File: src/rtl/mvw_pkg.sv
/*
 * Shared constants and carrier types for the VLAN tag and wake filter block.
 * Assumes a 32-bit APB3 register bus and a byte-wide receive stream on the MAC clock.
 */
`default_nettype none
package mvw_pkg;
	// *****************************
	// register map (word indices, byte address = index * 4)
	// *****************************
	localparam logic [3:0] IDX_VLAN_TAG_ONE   = 4'h9;
	localparam logic [3:0] IDX_VLAN_TAG_TWO   = 4'hA;
	localparam logic [3:0] IDX_WAKE_FILTER    = 4'hB;
	localparam logic [3:0] IDX_WAKE_CTL_STAT  = 4'hC;
	localparam logic [3:0] IDX_IRQ_STATUS     = 4'hD;
	localparam logic [3:0] IDX_IRQ_MASK       = 4'hE;
	localparam logic [7:0] ADDR_VLAN_TAG_ONE  = {2'h0, IDX_VLAN_TAG_ONE, 2'h0};
	localparam logic [7:0] ADDR_VLAN_TAG_TWO  = {2'h0, IDX_VLAN_TAG_TWO, 2'h0};
	localparam logic [7:0] ADDR_WAKE_FILTER   = {2'h0, IDX_WAKE_FILTER, 2'h0};
	localparam logic [7:0] ADDR_WAKE_CTL_STAT = {2'h0, IDX_WAKE_CTL_STAT, 2'h0};
	localparam logic [7:0] ADDR_IRQ_STATUS    = {2'h0, IDX_IRQ_STATUS, 2'h0};
	localparam logic [7:0] ADDR_IRQ_MASK      = {2'h0, IDX_IRQ_MASK, 2'h0};
	localparam logic [31:0] RST_WORD          = 32'h0000_0000;
	// *****************************
	// field positions
	// *****************************
	localparam int GLOBAL_UNICAST_WAKE_ENABLE = 9;
	localparam int WAKE_FRAME_RECEIVED        = 6;
	localparam int WAKE_PACKET_RECEIVED       = 5;
	localparam int WAKE_FRAME_MODE_ENABLE     = 2;
	localparam int WAKE_PACKET_MODE_ENABLE    = 1;
	localparam logic [31:0] CTL_WRITABLE      = 32'h0000_0206;
	localparam int IRQ_WAKE_FRAME             = 0;
	localparam int IRQ_WAKE_PACKET            = 1;
	localparam int IRQ_UNICAST                = 2;
	localparam int FILT_ENABLE                = 31;
	// *****************************
	// frame figures
	// *****************************
	localparam logic [11:0] LEN_UNTAGGED      = 12'd1518;
	localparam logic [11:0] LEN_TAGGED        = 12'd1522;
	localparam logic [10:0] TAG_HI_INDEX      = 11'd12;
	localparam logic [10:0] TAG_LO_INDEX      = 11'd13;
	localparam logic [10:0] FILT_WINDOW       = 11'd32;
	localparam logic [2:0]  SYNC_RUN          = 3'd6;
	localparam logic [2:0]  ADDR_LAST         = 3'd5;
	localparam logic [4:0]  REPS_LAST         = 5'd15;
	localparam logic [7:0]  SYNC_BYTE         = 8'hFF;
	localparam int FILT_ENTRIES               = 8;
	localparam int FILT_COUNT                 = 4;
	// *****************************
	// carriers
	// *****************************
	typedef struct packed {
		logic       valid;
		logic       last;
		logic       err;
		logic [7:0] data;
	} mvw_rx_s;
	typedef struct packed {
		logic frame;
		logic packet;
		logic unicast;
	} mvw_wake_s;
endpackage
`default_nettype wire

File: src/rtl/mvw_top.sv
/*
 * VLAN tag recognition, frame length check and remote wake detection with APB registers.
 * Assumes receive bytes, station address and power-save level come from logic on CLK.
 */
// Functional notes
// RULE1: a frame recognised as tagged is legal up to 1522 bytes instead of 1518.
// RULE2: the first tag identifier is compared with bytes thirteen and fourteen of each frame.
// RULE3: the second tag identifier is compared with bytes thirteen and fourteen of each frame.
// RULE4: software programs a used tag identifier to 0x8100; the upper sixteen tag bits are reserved.
// RULE5: any reset points the filter load pointer at entry zero.
// RULE6: each write to the filter port fills the next entry and advances the pointer by one.
// RULE7: after the eighth entry the pointer wraps to the first entry.
// RULE8: with global unicast wake enabled, a frame whose address bit 0 is zero ends power saving.
// RULE9: a matching wake frame sets wake frame received, bit 6.
// RULE10: a standard pattern wake packet sets wake packet received, bit 5.
// RULE11: while bit 2 is set, frames are checked against the wake frame filter.
// RULE12: while bit 1 is set, pattern wake packets are detected.
// RULE13: both wake status bits stay set until software clears them or reset.
`timescale 1ns/100ps
`default_nettype none
module mvw_top (
	// clock and reset
	input  wire logic        CLK,
	input  wire logic        SYS_RST,
	// apb slave
	input  wire logic        PSEL,
	input  wire logic        PENABLE,
	input  wire logic        PWRITE,
	input  wire logic [7:0]  PADDR,
	input  wire logic [31:0] PWDATA,
	output logic      [31:0] PRDATA,
	output logic             PREADY,
	output logic             PSLVERR,
	// receive stream, station address and power save
	input  wire logic        RX_VALID,
	input  wire logic [7:0]  RX_DATA,
	input  wire logic        RX_LAST,
	input  wire logic        RX_ERR,
	input  wire logic [47:0] STATION_ADDR,
	input  wire logic        PWR_SAVE,
	// results
	output logic             FRAME_DONE,
	output logic             FRAME_LEN_OK,
	output logic             FRAME_VLAN,
	output logic             WAKE,
	output logic             IRQ
);
	// *****************************
	// helpers
	// *****************************
	function automatic logic [7:0] addr_byte(input logic [47:0] addr, input logic [2:0] idx);
		addr_byte = addr[{idx, 3'b000} +: 8];
	endfunction

	function automatic logic mapped(input logic [7:0] a);
		mapped = (a == mvw_pkg::ADDR_VLAN_TAG_ONE) || (a == mvw_pkg::ADDR_VLAN_TAG_TWO)
			|| (a == mvw_pkg::ADDR_WAKE_FILTER) || (a == mvw_pkg::ADDR_WAKE_CTL_STAT)
			|| (a == mvw_pkg::ADDR_IRQ_STATUS) || (a == mvw_pkg::ADDR_IRQ_MASK);
	endfunction

	mvw_pkg::mvw_rx_s rx;
	assign rx = '{valid: RX_VALID, last: RX_LAST, err: RX_ERR, data: RX_DATA};

	// *****************************
	// apb access
	// *****************************
	logic wr_acc;
	logic rd_acc;
	logic wr_filt;
	logic rd_irq;
	assign PREADY  = PSEL && PENABLE;
	assign PSLVERR = PSEL && PENABLE && !mapped(PADDR);
	assign wr_acc  = PREADY && PWRITE && mapped(PADDR);
	assign rd_acc  = PREADY && !PWRITE;
	assign wr_filt = wr_acc && (PADDR == mvw_pkg::ADDR_WAKE_FILTER);
	assign rd_irq  = rd_acc && (PADDR == mvw_pkg::ADDR_IRQ_STATUS);

	logic [15:0] tag_one_reg, tag_one_next, tag_two_reg, tag_two_next;
	logic [31:0] ctl_reg, ctl_next, prdata_reg, prdata_next;
	logic [2:0]  ptr_reg, ptr_next, irq_mask_reg, irq_mask_next, irq_st_reg, irq_st_next;
	logic [31:0] filt_reg [mvw_pkg::FILT_ENTRIES];
	logic        irq_reg, irq_next;
	mvw_pkg::mvw_wake_s wake_ev;

	always_comb begin
		tag_one_next  = tag_one_reg;
		tag_two_next  = tag_two_reg;
		ctl_next      = ctl_reg;
		irq_mask_next = irq_mask_reg;
		ptr_next      = ptr_reg;
		irq_st_next   = irq_st_reg;
		prdata_next   = prdata_reg;
		if (wr_acc && PADDR == mvw_pkg::ADDR_VLAN_TAG_ONE) begin
			tag_one_next = PWDATA[15:0];
		end else if (wr_acc && PADDR == mvw_pkg::ADDR_VLAN_TAG_TWO) begin
			tag_two_next = PWDATA[15:0];
		end else if (wr_filt) begin
			// 3-bit pointer: entry 7 rolls over to 0
			ptr_next = ptr_reg + 3'd1; // RULE6 RULE7
		end else if (wr_acc && PADDR == mvw_pkg::ADDR_WAKE_CTL_STAT) begin
			ctl_next = (PWDATA & mvw_pkg::CTL_WRITABLE) | (ctl_reg & ~mvw_pkg::CTL_WRITABLE);
			// write one clears a received flag
			ctl_next[mvw_pkg::WAKE_FRAME_RECEIVED]  = ctl_reg[mvw_pkg::WAKE_FRAME_RECEIVED]
				& ~PWDATA[mvw_pkg::WAKE_FRAME_RECEIVED]; // RULE13
			ctl_next[mvw_pkg::WAKE_PACKET_RECEIVED] = ctl_reg[mvw_pkg::WAKE_PACKET_RECEIVED]
				& ~PWDATA[mvw_pkg::WAKE_PACKET_RECEIVED]; // RULE13
		end else if (wr_acc && PADDR == mvw_pkg::ADDR_IRQ_MASK) begin
			irq_mask_next = PWDATA[2:0];
		end
		if (rd_irq) begin
			// clear only what the setup edge snapshot reported, so a later set survives
			irq_st_next = irq_st_reg & ~prdata_reg[2:0];
		end
		// hardware set wins over any clear in the same cycle
		if (wake_ev.frame) begin
			ctl_next[mvw_pkg::WAKE_FRAME_RECEIVED] = 1'b1; // RULE9
			irq_st_next[mvw_pkg::IRQ_WAKE_FRAME] = 1'b1;
		end
		if (wake_ev.packet) begin
			ctl_next[mvw_pkg::WAKE_PACKET_RECEIVED] = 1'b1; // RULE10
			irq_st_next[mvw_pkg::IRQ_WAKE_PACKET] = 1'b1;
		end
		if (wake_ev.unicast) begin
			irq_st_next[mvw_pkg::IRQ_UNICAST] = 1'b1;
		end
		irq_next = |(irq_st_next & irq_mask_next);
		// read data is sampled in the setup cycle so the answer needs no wait state
		if (PSEL && !PENABLE) begin
			if (PADDR == mvw_pkg::ADDR_VLAN_TAG_ONE) begin
				prdata_next = {16'h0000, tag_one_reg};
			end else if (PADDR == mvw_pkg::ADDR_VLAN_TAG_TWO) begin
				prdata_next = {16'h0000, tag_two_reg};
			end else if (PADDR == mvw_pkg::ADDR_WAKE_CTL_STAT) begin
				prdata_next = ctl_reg;
			end else if (PADDR == mvw_pkg::ADDR_IRQ_STATUS) begin
				prdata_next = {29'h0000_0000, irq_st_reg};
			end else if (PADDR == mvw_pkg::ADDR_IRQ_MASK) begin
				prdata_next = {29'h0000_0000, irq_mask_reg};
			end else begin
				prdata_next = mvw_pkg::RST_WORD;
			end
		end
	end

	always_ff @(posedge CLK) begin
		if (SYS_RST) begin
			tag_one_reg  <= 16'h0000;
			tag_two_reg  <= 16'h0000;
			ctl_reg      <= mvw_pkg::RST_WORD;
			ptr_reg      <= 3'h0; // RULE5
			irq_mask_reg <= 3'h0;
			irq_st_reg   <= 3'h0;
			irq_reg      <= 1'b0;
			prdata_reg   <= mvw_pkg::RST_WORD;
		end else begin
			tag_one_reg  <= tag_one_next;
			tag_two_reg  <= tag_two_next;
			ctl_reg      <= ctl_next;
			ptr_reg      <= ptr_next;
			irq_mask_reg <= irq_mask_next;
			irq_st_reg   <= irq_st_next;
			irq_reg      <= irq_next;
			prdata_reg   <= prdata_next;
		end
	end
	assign PRDATA = prdata_reg;
	assign IRQ    = irq_reg;

	// *****************************
	// wake filter store
	// *****************************
	genvar gi;
	generate
		for (gi = 0; gi < mvw_pkg::FILT_ENTRIES; gi++) begin : g_filt
			logic [31:0] word_next;
			always_comb begin
				word_next = filt_reg[gi];
				if (wr_filt && ptr_reg == 3'(gi)) begin
					word_next = PWDATA; // RULE6
				end
			end
			always_ff @(posedge CLK) begin
				if (SYS_RST) begin
					filt_reg[gi] <= mvw_pkg::RST_WORD;
				end else begin
					filt_reg[gi] <= word_next;
				end
			end
		end
	endgenerate

	// *****************************
	// frame tracking
	// *****************************
	logic [10:0] cnt_reg, cnt_next;
	logic [7:0]  tag_hi_reg, tag_hi_next;
	logic        vl1_reg, vl1_next, vl2_reg, vl2_next, mcast_reg, mcast_next;
	logic [2:0]  run_reg, run_next, idx_reg, idx_next;
	logic [4:0]  rep_reg, rep_next;
	logic        mp_on_reg, mp_on_next, mp_hit_reg, mp_hit_next;
	logic        done_reg, lenok_reg, vlan_reg, wake_reg;
	logic [11:0] frame_len;
	logic        vlan_now, end_ok, uni_now;
	logic [mvw_pkg::FILT_COUNT-1:0] filt_hit;

	assign frame_len = {1'b0, cnt_reg} + 12'd1;
	assign vlan_now  = vl1_reg || vl2_reg;
	assign uni_now   = (cnt_reg == 11'd0) ? !rx.data[0] : !mcast_reg;
	assign end_ok    = rx.valid && rx.last && !rx.err
		&& (frame_len <= (vlan_now ? mvw_pkg::LEN_TAGGED : mvw_pkg::LEN_UNTAGGED)); // RULE1

	always_comb begin
		cnt_next    = cnt_reg;
		tag_hi_next = tag_hi_reg;
		vl1_next    = vl1_reg;
		vl2_next    = vl2_reg;
		mcast_next  = mcast_reg;
		run_next    = run_reg;
		idx_next    = idx_reg;
		rep_next    = rep_reg;
		mp_on_next  = mp_on_reg;
		mp_hit_next = mp_hit_reg;
		if (rx.valid) begin
			if (cnt_reg != 11'h7FF) begin
				cnt_next = cnt_reg + 11'd1;
			end
			if (cnt_reg == 11'd0) begin
				mcast_next = rx.data[0];
			end
			if (cnt_reg == mvw_pkg::TAG_HI_INDEX) begin
				tag_hi_next = rx.data;
			end
			if (cnt_reg == mvw_pkg::TAG_LO_INDEX) begin
				vl1_next = ({tag_hi_reg, rx.data} == tag_one_reg); // RULE2
				vl2_next = ({tag_hi_reg, rx.data} == tag_two_reg); // RULE3
			end
			// sync run of six 0xFF, then the station address sixteen times
			if (mp_hit_reg) begin
				mp_on_next = 1'b0;
			end else if (mp_on_reg) begin
				if (rx.data == addr_byte(STATION_ADDR, idx_reg)) begin
					idx_next = (idx_reg == mvw_pkg::ADDR_LAST) ? 3'd0 : idx_reg + 3'd1;
					if (idx_reg == mvw_pkg::ADDR_LAST) begin
						rep_next = rep_reg + 5'd1;
						mp_hit_next = (rep_reg == mvw_pkg::REPS_LAST); // RULE12
					end
				end else begin
					mp_on_next = 1'b0;
					idx_next   = 3'd0;
					rep_next   = 5'd0;
					run_next   = (rx.data == mvw_pkg::SYNC_BYTE) ? 3'd1 : 3'd0;
				end
			end else if (run_reg == mvw_pkg::SYNC_RUN && rx.data == addr_byte(STATION_ADDR, 3'd0)) begin
				mp_on_next = 1'b1;
				idx_next   = 3'd1;
				rep_next   = 5'd0;
			end else if (rx.data == mvw_pkg::SYNC_BYTE) begin
				run_next = (run_reg == mvw_pkg::SYNC_RUN) ? run_reg : run_reg + 3'd1;
			end else begin
				run_next = 3'd0;
			end
			if (rx.last) begin
				cnt_next    = 11'd0;
				vl1_next    = 1'b0;
				vl2_next    = 1'b0;
				run_next    = 3'd0;
				idx_next    = 3'd0;
				rep_next    = 5'd0;
				mp_on_next  = 1'b0;
				mp_hit_next = 1'b0;
			end
		end
	end

	assign wake_ev.frame   = end_ok && ctl_reg[mvw_pkg::WAKE_FRAME_MODE_ENABLE] && |filt_hit; // RULE11
	// registered hit: the last byte clears the next value; a pattern ending on the final byte is not seen
	assign wake_ev.packet  = end_ok && ctl_reg[mvw_pkg::WAKE_PACKET_MODE_ENABLE] && mp_hit_reg; // RULE12
	assign wake_ev.unicast = end_ok && ctl_reg[mvw_pkg::GLOBAL_UNICAST_WAKE_ENABLE] && uni_now; // RULE8

	always_ff @(posedge CLK) begin
		if (SYS_RST) begin
			cnt_reg    <= 11'd0;
			tag_hi_reg <= 8'h00;
			vl1_reg    <= 1'b0;
			vl2_reg    <= 1'b0;
			mcast_reg  <= 1'b0;
			run_reg    <= 3'd0;
			idx_reg    <= 3'd0;
			rep_reg    <= 5'd0;
			mp_on_reg  <= 1'b0;
			mp_hit_reg <= 1'b0;
			done_reg   <= 1'b0;
			lenok_reg  <= 1'b0;
			vlan_reg   <= 1'b0;
			wake_reg   <= 1'b0;
		end else begin
			cnt_reg    <= cnt_next;
			tag_hi_reg <= tag_hi_next;
			vl1_reg    <= vl1_next;
			vl2_reg    <= vl2_next;
			mcast_reg  <= mcast_next;
			run_reg    <= run_next;
			idx_reg    <= idx_next;
			rep_reg    <= rep_next;
			mp_on_reg  <= mp_on_next;
			mp_hit_reg <= mp_hit_next;
			done_reg   <= rx.valid && rx.last;
			lenok_reg  <= end_ok;
			vlan_reg   <= rx.valid && rx.last && vlan_now;
			wake_reg   <= PWR_SAVE && (wake_ev.frame || wake_ev.packet || wake_ev.unicast); // RULE8
		end
	end
	assign FRAME_DONE   = done_reg;
	assign FRAME_LEN_OK = lenok_reg;
	assign FRAME_VLAN   = vlan_reg;
	assign WAKE         = wake_reg;

	// *****************************
	// filter match: entry i masks bytes 0..31, entry i+4 holds enable and xor signature
	// *****************************
	generate
		for (gi = 0; gi < mvw_pkg::FILT_COUNT; gi++) begin : g_match
			logic [7:0] acc_reg, acc_next, acc_upd;
			always_comb begin
				acc_upd = acc_reg;
				if (rx.valid && cnt_reg < mvw_pkg::FILT_WINDOW && filt_reg[gi][cnt_reg[4:0]]) begin
					acc_upd = acc_reg ^ rx.data;
				end
				acc_next = (rx.valid && rx.last) ? 8'h00 : acc_upd;
				filt_hit[gi] = filt_reg[gi + mvw_pkg::FILT_COUNT][mvw_pkg::FILT_ENABLE]
					&& (acc_upd == filt_reg[gi + mvw_pkg::FILT_COUNT][7:0]); // RULE11
			end
			always_ff @(posedge CLK) begin
				if (SYS_RST) begin
					acc_reg <= 8'h00;
				end else begin
					acc_reg <= acc_next;
				end
			end
		end
	endgenerate
endmodule
`default_nettype wire

File: config.mk
export PLATFORM = sky130hd
export DESIGN_NAME = mvw_top
export DESIGN_NICKNAME = d
export VERILOG_FILES = /design/src/rtl/mvw_pkg.sv /design/src/rtl/mvw_top.sv
export SDC_FILE = /design/constraint.sdc
export NUM_CORES = 1
export LEC_CHECK = 0
export BUFFER_PORTS_ARGS = -buffer_cell sky130_fd_sc_hd__buf_2
export CAP_MARGIN = 10
export CORE_ASPECT_RATIO = 1.5
export CORE_MARGIN = 5
export CORE_UTILIZATION = 39
export CTS_CLUSTER_SIZE = 14
export DETAILED_ROUTE_END_ITERATION = 10
export PLACE_DENSITY = 0.63
export SYNTH_ARGS = -nofsm -noshare
export SYNTH_HDL_FRONTEND = slang
export SYNTH_SLANG_ARGS = --single-unit
File: constraint.sdc
create_clock -name CLK -period 6.6 [get_ports CLK]
set_clock_uncertainty 0.1 [all_clocks]
set_input_delay 1.32 -clock CLK [delete_from_list [all_inputs] [get_ports CLK]]
set_output_delay 1.32 -clock CLK [all_outputs]
set_load 0.005 [all_outputs]
Word-level counts from Yosys, hierarchy flattened

Memory sizes are Yosys's and may differ from the RTL's.
Cells that the tools add are included.

Bits in registers: 177
Bits in writable memories: 256
Input bits: 105
Output and inout port bits: 39
Word-level logic and storage cells: 267
Memories: 1

Add/sub/neg operators: 6
Magnitude comparators: 3
Eq/ne operators: 39
Shift operators: 1
Multiplexer cells: 89
Bitwise logic cells: 23
Reductions and logical operators: 77

Memory list:

| memory   | depth | bits a word | read ports | clocked after Yosys merged registers in | wr ports | line          | RTL |
|---|---|---|---|---|---|---|---|
| filt_reg | 8     | 32          | 8          | 0                                       | 8        | mvw_top.sv:81 | `logic [31:0] filt_reg [mvw_pkg::FILT_ENTRIES];` |

Operator list:

| operator              | count |
|---|---|
| $mux 32               | 19 |
| $mux 3                | 21 |
| $eq 8x6->1 const B    | 6 |
| $eq 8x8->1            | 6 |
| $shiftx 48x7->8       | 1 |
| $logic_and 1x1->1     | 41 |
| $mux 5                | 7 |
| $eq 16x16->1          | 2 |
| $mux 8                | 4 |
| $or 10x32->32         | 1 |
| $xor 8x8->8           | 4 |
| $mux 1                | 28 |
| $mux 7                | 4 |
| $eq 11x4->1 const B   | 2 |
| $mux 11               | 2 |
| $bmux 1 s5            | 4 |
| $eq 3x3->1 const B    | 6 |
| $reduce_and 4->1      | 4 |
| $add 11x1->12 const B | 1 |
| $le 12x11->1          | 1 |
| $add 11x1->11 const B | 1 |
| $logic_not 11->1      | 1 |
| $lt 11x6->1 const B   | 1 |
| $ne 11x11->1 const B  | 1 |
| other kinds (28)      | 70 |

Logic depth before layout (Yosys ltp)

Gate-level depths: netlist (run 1).

Word-level depth: 15
Mapped depth: 14
Depth with buffers taken out: 12

Worst setup path before layout (run 1)

OpenSTA, ideal clock, no wires.

Kind: register to register
Start point: register cnt_reg[1]
End point: register irq_reg, in the netlist IRQ
Library setup time: 0.081 ns
Arrival: 3.518 ns
Required time: 6.419 ns
Slack: 2.901 ns
Stages on the path, launching flop included: 15
Path buffers: 3
Clock period less this slack: 3.699 ns
Cells stage by stage: dfxtp_1 > buf_6 > buf_2 > buf_2 > inv_1 > ha_1 > a21o_1 > a21o_1 > a21o_1 > a31oi_1 > o21ai_1 > a2111oi_1 > a21boi_1 > o31a_1 > a41oi_1

Cells in the longest elaborated chain, start to end: 11
Elaborated cells between the ends (all ways): 43
Those cells by class: add/sub (1); order compare (2); eq/ne (4); mux (16); bitwise (1); reduce/logical (19)

Ends and longest elaborated chain:

| element                                               | line           | RTL |
|---|---|---|
| start, declared                                       | mvw_top.sv:195 | `logic [10:0] cnt_reg, cnt_next;` |
| start signal, assigned                                | mvw_top.sv:297 | `cnt_reg <= cnt_next;` |
| branches (longest 9 deep; another with $add 11x1->12) | n/a            |  |
| $and 3x3->3 (*)                                       | mvw_top.sv:126 | `irq_next = \|(irq_st_next & irq_mask_next);` |
| $reduce_or 3->1 (*)                                   | mvw_top.sv:126 |  |
| end signal, assigned                                  | mvw_top.sv:162 | `irq_reg <= irq_next;` |
| end, declared                                         | mvw_top.sv:82  | `logic irq_reg, irq_next;` |

Mark *: on every way between the ends. The select of a mux whose other input is x is not followed.
A chain may end at the register's enable or synchronous reset.

==> results.py, run 1 <==
metrics = {
    "yosys": {
        "synth_ff_type": "dfxtp_1",
        "synth_cell_types": 73,
        "synth_fp_nets": 1933,
        "netlist_area_um2": 14700,
        "synth.yosys.seq_area_share_pct": 40.7,
        "ys_seq_elements": 299,
        "netlist.area_leader.share_pct": 40.7,
        "synth_top_cell_by_area": "dfxtp_1",
        "synth_area_leaders": "dfxtp_1 41%, nand2_1 9.7%, a21oi_1 7.5%, mux2i_1 4.9%, nor2_1 3.8%",
        "synth.avg_cell_area_um2": 8.12,
        "yosysWarnings": 0,
        "netlist_instances": 1812,
        "synth-edff-count": 0,
        "async_flop_share_pct": 0,
    },
    "setup_path": {
        "path_max_fanout": 26,
        "critPathRequiredTime_ns": 6.99,
        "end_kind": "flop",
        "worstSetupPathType": "input port to flop",
        "cp_common_cell": "buf_4",
        "crit_family": "simple AND/OR/NAND/NOR gates",
        "crit_buf_inv": 3,
        "slowest_stage": "and3_1",
        "path_cells": "buf_2 -> nor4b_1 -> nand4b_1 -> nor2_1 -> buf_4 -> and4_1 -> and3_1 -> buf_4 -> nand2_1 -> a21oi_1",
        "worstPathArrival_ns": 4.93,
        "cpPeakStageDelay_ns": 0.99,
        "cp-start-kind": "input port",
        "rr_worst_depth": 10,
        "cp.depth": 10,
    },
    "hold_path": {
        "min_path_type": "flop to flop",
        "min_delay_path_depth": 2,
    },
    "drt": {
        "vias": 13051,
        "routedWlPerCell_um": 18.5,
        "drc": 0,
        "vias_per_cell": 5.50,
        "wirelength_mm": 43.9,
        "drtIter0Drc": 1052,
        "wirelength_met1_mm": 17.5,
        "dr.max_layer_used": "met4",
        "drt.antenna.violating_nets": 0,
        "wl_met2_mm": 21.9,
        "met3WireLength_mm": 2.38,
        "detail_route.first_pass.iterations": 6,
    },
    "clock_network": {
        "ctsHoldBuffers": 0,
        "postCtsSetupBuffers": 0,
        "clkTransAtPathRegs_ns": 0.06,
        "cts_buffers": 30,
        "clock-sinks": 299,
        "cts_buffer_depth": 3,
        "htreeDepth": 1,
        "cts_tree": "done",
        "cts_resized": 0,
        "clock_latency_ns": 0.57,
        "root_buffer": "clkbuf_16",
    },
    "timing": {
        "min_period_ns": 4.54,
        "period_share_pct": 68.8,
        "slew_violations": 0,
        "slew-limit-headroom_pct": 22.6,
        "setup_violations": 0,
        "hold_violations": 0,
        "fin_hold_ws_ns": 0.352,
        "worstMarginPinSlew_ns": 1.16,
        "rsz0062_at_grt": "no",
        "fmax_ghz": 0.220,
        "setup_tns_ns": 0,
        "timing.final.ws_setup_ns": 2.06,
    },
    "power": {
        "power.density_nw_per_um2": 232,
        "p_int_w": 0.00296,
        "p_clk_share_pct": 46.8,
        "max-vdd-ir-drop_uv": 233,
        "p_sw_w": 0.000895,
        "swShare_pct": 23.2,
        "finalPower_w": 0.00386,
        "pwr-share-comb_pct": 6.1,
        "p_leak_nw": 6.06,
        "power.share.sequential_pct": 47.1,
    },
    "layout": {
        "fillers": 3754,
        "drive_gt1_share_pct": 13.4,
        "largest_reg_flops": 164,
        "nets": 1985,
        "synthToLayoutAreaGrowth_pct": 13.1,
        "n_antenna_cell": 0,
    },
    "placed_design": {
        "hpwl_mm": 30.3,
        "place_ws_ns": 1.50,
        "place.gp.congestion": 0.854,
        "port_buffers": 143,
    },
    "run": {
        "cap_violations": 0,
    },
    "global_routing": {
        "grt_overflow": 0,
        "grt_usage_pct": 20.3,
        "grt_start_max_net_pins": 190,
        "grt_pass1_wl_mm": 68.5,
        "first_global_vias": 12558,
        "antenna_found_initial": 0,
    },
    "die": {
        "ios": 144,
        "initial_core_util_pct": 39.3,
        "coreArea_um2": 37400,
        "die-area_um2": 41800,
        "die_x_um": 169,
        "std_cell_rows": 87,
        "die_h_um": 248,
    },
    "status": {
        "status": "finished clean",
    },
}
==> cell type report <==
class / count / area (um^2) / area share [%]
repair buffers: 163 / 902 / 5.42
multi-input cells: 1345 / 8010 / 48.1
well taps: 489 / 612 / 3.68
clock inverters: 13 / 171 / 1.03
inverters: 25 / 93.8 / 0.564
flip-flops and latches: 299 / 5990 / 36.0
clock buffers: 41 / 873 / 5.25
==> power by group through the flow <==
stage	registers [W]	logic (W)	clock network (W)
finish	0.00182	0.000236	0.00181
detailed placement	0.00186	0.000233	0
global route	0.00182	0.000252	0.00191
floorplan	0.00186	0.000125	0
global placement	0.00186	0.000231	0
CTS	0.00182	0.000234	0.00184
==> final timing paths <==
check	endpoint	slack, ns	start
worst min register to register	filt_reg[0][116]	0.35	filt_reg[0][116]
worst max register to register	irq_st_reg[0]	2.16	cnt_reg[2]
worst max-delay path	filt_reg[0][30]	2.06	PADDR[0]
worst min-delay path	filt_reg[0][116]	0.35	filt_reg[0][116]
==> per-stage QoR <==
step,cell area (um^2),cells,util [%]
2_1_floorplan,14700,1812,-
3_3_place_gp,15600,2319,41.6
3_5_place_dp,15600,2319,41.6
4_1_cts,16600,2373,44.4
5_1_grt,16600,2375,44.5
6_report,16600,2375,44.5
==> kinds of logic after synthesis <==
family          count (synthesis)  share of synthesized area, %
simple gates                  724                          21.6
compound gates                392                          15.9
flops                         299                          40.7
buf+inv                       168                          4.95
xor+xnor                      109                          6.59
mux                           104                          8.95
fa+ha+maj                      16                          1.36
==> layout by cell type, fill, tap and decap left out, types with 17 or more instances in the layout <==
cell / instances
inv_1: 25
nor3_1: 20
o21ai_0: 32
mux2i_1: 72
dfxtp_1: 298
buf_2: 142
buf_4: 17
a22oi_1: 32
nand3_1: 56
nor2_1: 150
mux4_2: 21
xor2_1: 58
a21oi_1: 220
clkbuf_16: 31
nand2_1: 382
xnor2_1: 50
==> Yosys cell counts, types with 21 or more instances <==
cell type / instances
nand2_1: 382
dfxtp_1: 299
a21oi_1: 220
nor2_1: 150
clkbuf_1: 110
mux2i_1: 72
xor2_1: 58
nand3_1: 56
xnor2_1: 50
a22oi_1: 32
o21ai_0: 32
inv_1: 25
mux4_2: 21
nor3_1: 21
==> worst reg2reg max path: cells and delay by family, from the launching register on <==
family	cells	cell delay [ns]
AND/OR/NAND/NOR	2	0.73
AO/OA/AOI/OAI	6	2.03
multiplexers	1	0.34
flip-flops	1	0.79
buffers and inverters	1	0.36
==> layer usage <==
| metal | track usage, % | vias to the layer above |
|---|---|---|
| met3 | 2.80 | 113 |
| met4 | 9.79 | 0 |
| li1 | - | 6342 |
| met2 | 36.8 | 395 |
| met1 | 23.5 | 6201 |
| met5 | 0 | - |
Note: power is estimated with default switching activity, not from simulation.
==> run 2, diff against run 1 <==
--- a/config.mk
+++ b/config.mk
@@ -5,6 +5,7 @@
 export SDC_FILE = /design/constraint.sdc
 export NUM_CORES = 1
 export LEC_CHECK = 0
+export ABC_AREA = 1
 export BUFFER_PORTS_ARGS = -buffer_cell sky130_fd_sc_hd__buf_2
 export CAP_MARGIN = 10
 export CORE_ASPECT_RATIO = 1.5
@@ -12,7 +13,7 @@
 export CORE_UTILIZATION = 39
 export CTS_CLUSTER_SIZE = 14
 export DETAILED_ROUTE_END_ITERATION = 10
-export PLACE_DENSITY = 0.63
+export PLACE_DENSITY = 0.66
 export SYNTH_ARGS = -nofsm -noshare
 export SYNTH_HDL_FRONTEND = slang
 export SYNTH_SLANG_ARGS = --single-unit
==> constraint.sdc (replaced) <==
create_clock -name CLK -period 4.15 [get_ports CLK]
set_clock_uncertainty 0.1 [all_clocks]
set_input_delay 0.83 -clock CLK [delete_from_list [all_inputs] [get_ports CLK]]
set_output_delay 0.83 -clock CLK [all_outputs]
set_load 0.005 [all_outputs]
==> run 2 against run 1 <==
Setup slack got worse by 1.4 ns. Register-to-register slack got worse by 1.5 ns. Combinational power increased by 100%. Die area increased by 1.7%. Clock power increased by 43%. Total power increased by 54%. Largest cell class unchanged. Synthesized cell count increased by 19%. Flip-flop and latch count unchanged. Count of clock-buffer cells in the layout unchanged. Worst hold slack about the same.
==> results.py, run 2 <==
metrics = {
    "status": {
        "status": "finished clean",
    },
    "timing": {
        "slew-limit-headroom_pct": 34.5,
        "min_period_ns": 3.52,
        "fin_hold_ws_ns": 0.352,
        "worstMarginPinSlew_ns": 0.980,
        "hold_violations": 0,
        "period_share_pct": 84.9,
        "timing.final.ws_setup_ns": 0.627,
        "rsz0062_at_grt": "no",
        "slew_violations": 0,
        "setup_violations": 0,
        "setup_tns_ns": 0,
        "fmax_ghz": 0.284,
    },
    "placed_design": {
        "place_ws_ns": 0.606,
        "place.gp.congestion": 0.901,
        "hpwl_mm": 32.8,
        "port_buffers": 143,
        "dpl_cell_area_um2": 16000,
    },
    "drt": {
        "wirelength_mm": 46.2,
        "drc": 0,
        "drtIter0Drc": 974,
        "vias_per_cell": 5.27,
        "routedWlPerCell_um": 16.8,
        "detail_route.first_pass.iterations": 5,
        "vias": 14468,
        "drt.antenna.violating_nets": 0,
    },
    "yosys": {
        "synth_top_cell_by_area": "dfxtp_1",
        "synth_mux_area_share_pct": 0.134,
        "yosysWarnings": 0,
        "synth_common_cells": "392 x nand2_1, 299 x dfxtp_1, 258 x a21oi_1",
        "synthXorXnorAreaFrac_pct": 3.99,
        "synth_ff_type": "dfxtp_1",
        "netlist_instances": 2160,
        "synth_area_leaders": "dfxtp_1 40%, nand2_1 9.8%, a21oi_1 8.6%, o21ai_0 7.7%, inv_1 6.1%",
        "synth_most_common_cell": "nand2_1",
        "synth_fa_ha_area_share_pct": 1.34,
        "ys_seq_elements": 299,
        "synth-edff-count": 0,
        "synth_top_family_by_area": "simple AND/OR/NAND/NOR gates",
        "async_flop_share_pct": 0,
        "synthSimpleGateAreaFrac_pct": 23.5,
        "synth.avg_cell_area_um2": 6.93,
        "synth.yosys.seq_area_share_pct": 40.0,
        "synth_fp_nets": 2281,
        "netlist.area_leader.share_pct": 40.0,
        "netlist_area_um2": 15000,
        "synth-compound-area-share_pct": 20.5,
        "synth_cell_types": 42,
    },
    "global_routing": {
        "antenna_found_initial": 2,
        "grt_usage_pct": 20.9,
        "grt_start_max_net_pins": 120,
        "grt_overflow": 0,
        "first_global_vias": 13768,
        "grt_pass1_wl_mm": 72.8,
    },
    "clock_network": {
        "htreeDepth": 1,
        "cts_buffer_depth": 3,
        "clkTransAtPathRegs_ns": 0.06,
        "ctsHoldBuffers": 0,
        "cts_tree": "done",
        "postCtsSetupBuffers": 0,
        "root_buffer": "clkbuf_16",
        "clock_latency_ns": 0.55,
        "cts_buffers": 29,
        "clock-sinks": 299,
        "cts_resized": 0,
    },
    "layout": {
        "multi_input_area_um2": 7440,
        "fillers": 3965,
        "mostFrequentLayoutCells": "391 x nand2_1, 298 x dfxtp_1, 258 x a21oi_1",
        "fin_area_um2": 16900,
        "synthToLayoutAreaGrowth_pct": 12.7,
        "seqCellArea_um2": 5990,
        "nets": 2353,
        "drive_gt1_share_pct": 11.3,
        "largest_reg_flops": 164,
        "final_common_cell": "nand2_1",
    },
    "setup_path": {
        "path_max_fanout": 28,
        "worstSetupPathType": "flop to flop",
        "cp-start-kind": "flop",
        "crit_family": "simple AND/OR/NAND/NOR gates",
        "path_cells": "inv_2 -> buf_4 -> nand3_1 -> nand2_1 -> nand2_1 -> nand2_1 -> nor2_1 -> nand2_1 -> nand3_1 -> nand2_1 -> nand2_1 -> nand2_1 -> nand2_1 -> nor2_1 -> nand3_1 -> nor2_1 -> nor2_1 -> nand2_1 -> nand2_1 -> nand2_1 -> nand2_1 -> nand2_1",
        "cpPeakStageDelay_ns": 0.43,
        "cp_common_cell": "nand2_1",
        "crit_buf_inv": 2,
        "critPathRequiredTime_ns": 4.55,
        "slowest_stage": "inv_2",
        "cp.depth": 22,
        "rr_worst_depth": 22,
        "worstPathArrival_ns": 3.92,
        "end_kind": "flop",
    },
    "run": {
        "cap_violations": 0,
    },
    "die": {
        "die_h_um": 250,
        "initial_core_util_pct": 39.2,
        "coreArea_um2": 38200,
        "die-area_um2": 42500,
        "std_cell_rows": 88,
        "die_x_um": 170,
        "ios": 144,
    },
    "power": {
        "p_leak_nw": 7.06,
        "power.density_nw_per_um2": 353,
        "max-vdd-ir-drop_uv": 319,
        "finalPower_w": 0.00596,
    },
    "hold_path": {
        "min_path_type": "flop to flop",
        "min_delay_path_depth": 2,
    },
}
==> run 2: changes by cell type after synthesis, sizes merged, moves of 22 or more <==
cell,change
nor2,+69
a22oi,-33
inv,+227
xor2,-32
nand3,+76
clkbuf,-32
o211ai,+22
mux2i,-70
a21oi,+38
o21ai,+206
==> run 2: power breakdown <==
group	internal, W	switching (W)	total (W)	leakage (nW)
clock network	0.00147	0.00112	0.00259	0.453
registers	0.00289	0.0000123	0.00290	2.41
logic	0.000147	0.000326	0.000474	4.19
==> run 2: cell type report <==
type / instances / area share [%]
inverter: 254 / 5.66
multi-input combinational: 1477 / 44.1
sequential: 299 / 35.5
timing repair buffer: 171 / 5.71
tap: 495 / 3.67
clock buffer: 41 / 5.04
clock inverter: 6 / 0.326
antenna: 2 / 0.0297
==> run 2: path summary, 6_finish.rpt <==
check / from / end / slack, ns
setup / recovery: cnt_reg[1] / IRQ / 0.63
hold / removal: filt_reg[0][82] / filt_reg[0][82] / 0.35
setup reg to reg: cnt_reg[1] / IRQ / 0.63
hold reg to reg: filt_reg[0][82] / filt_reg[0][82] / 0.35
==> run 2: logic make-up (layout without fill, tap and decap cells) <==
family,count (synthesis),after routing
other cells,0,2
compound gates,574,574
simple gates,823,823
mux,2,2
flops,299,299
buf+inv,384,472
fa+ha+maj,16,16
xor+xnor,62,62
==> run 2: per-layer routing <==
metal	vias up	part of all wire [%]	track usage, %
met2	396	51	38.4
li1	7231	-	-
met1	6731	39	24.2
met4	0	4.2	8.70
met5	-	0	0
met3	110	5.2	2.50
==> run 2: through the flow <==
step                std cells  util (%)
global placement         2696      41.8
detailed placement       2696      41.8
global route             2744      44.2
floorplan                2160         -
CTS                      2743      44.2
finish                   2745      44.2
==> run 2: worst reg2reg max path: cells and delay by family, from the launching register on <==
family	cells	cell delay (ns)
buf+inv	2	0.78
flops	1	0.32
simple gates	20	2.28
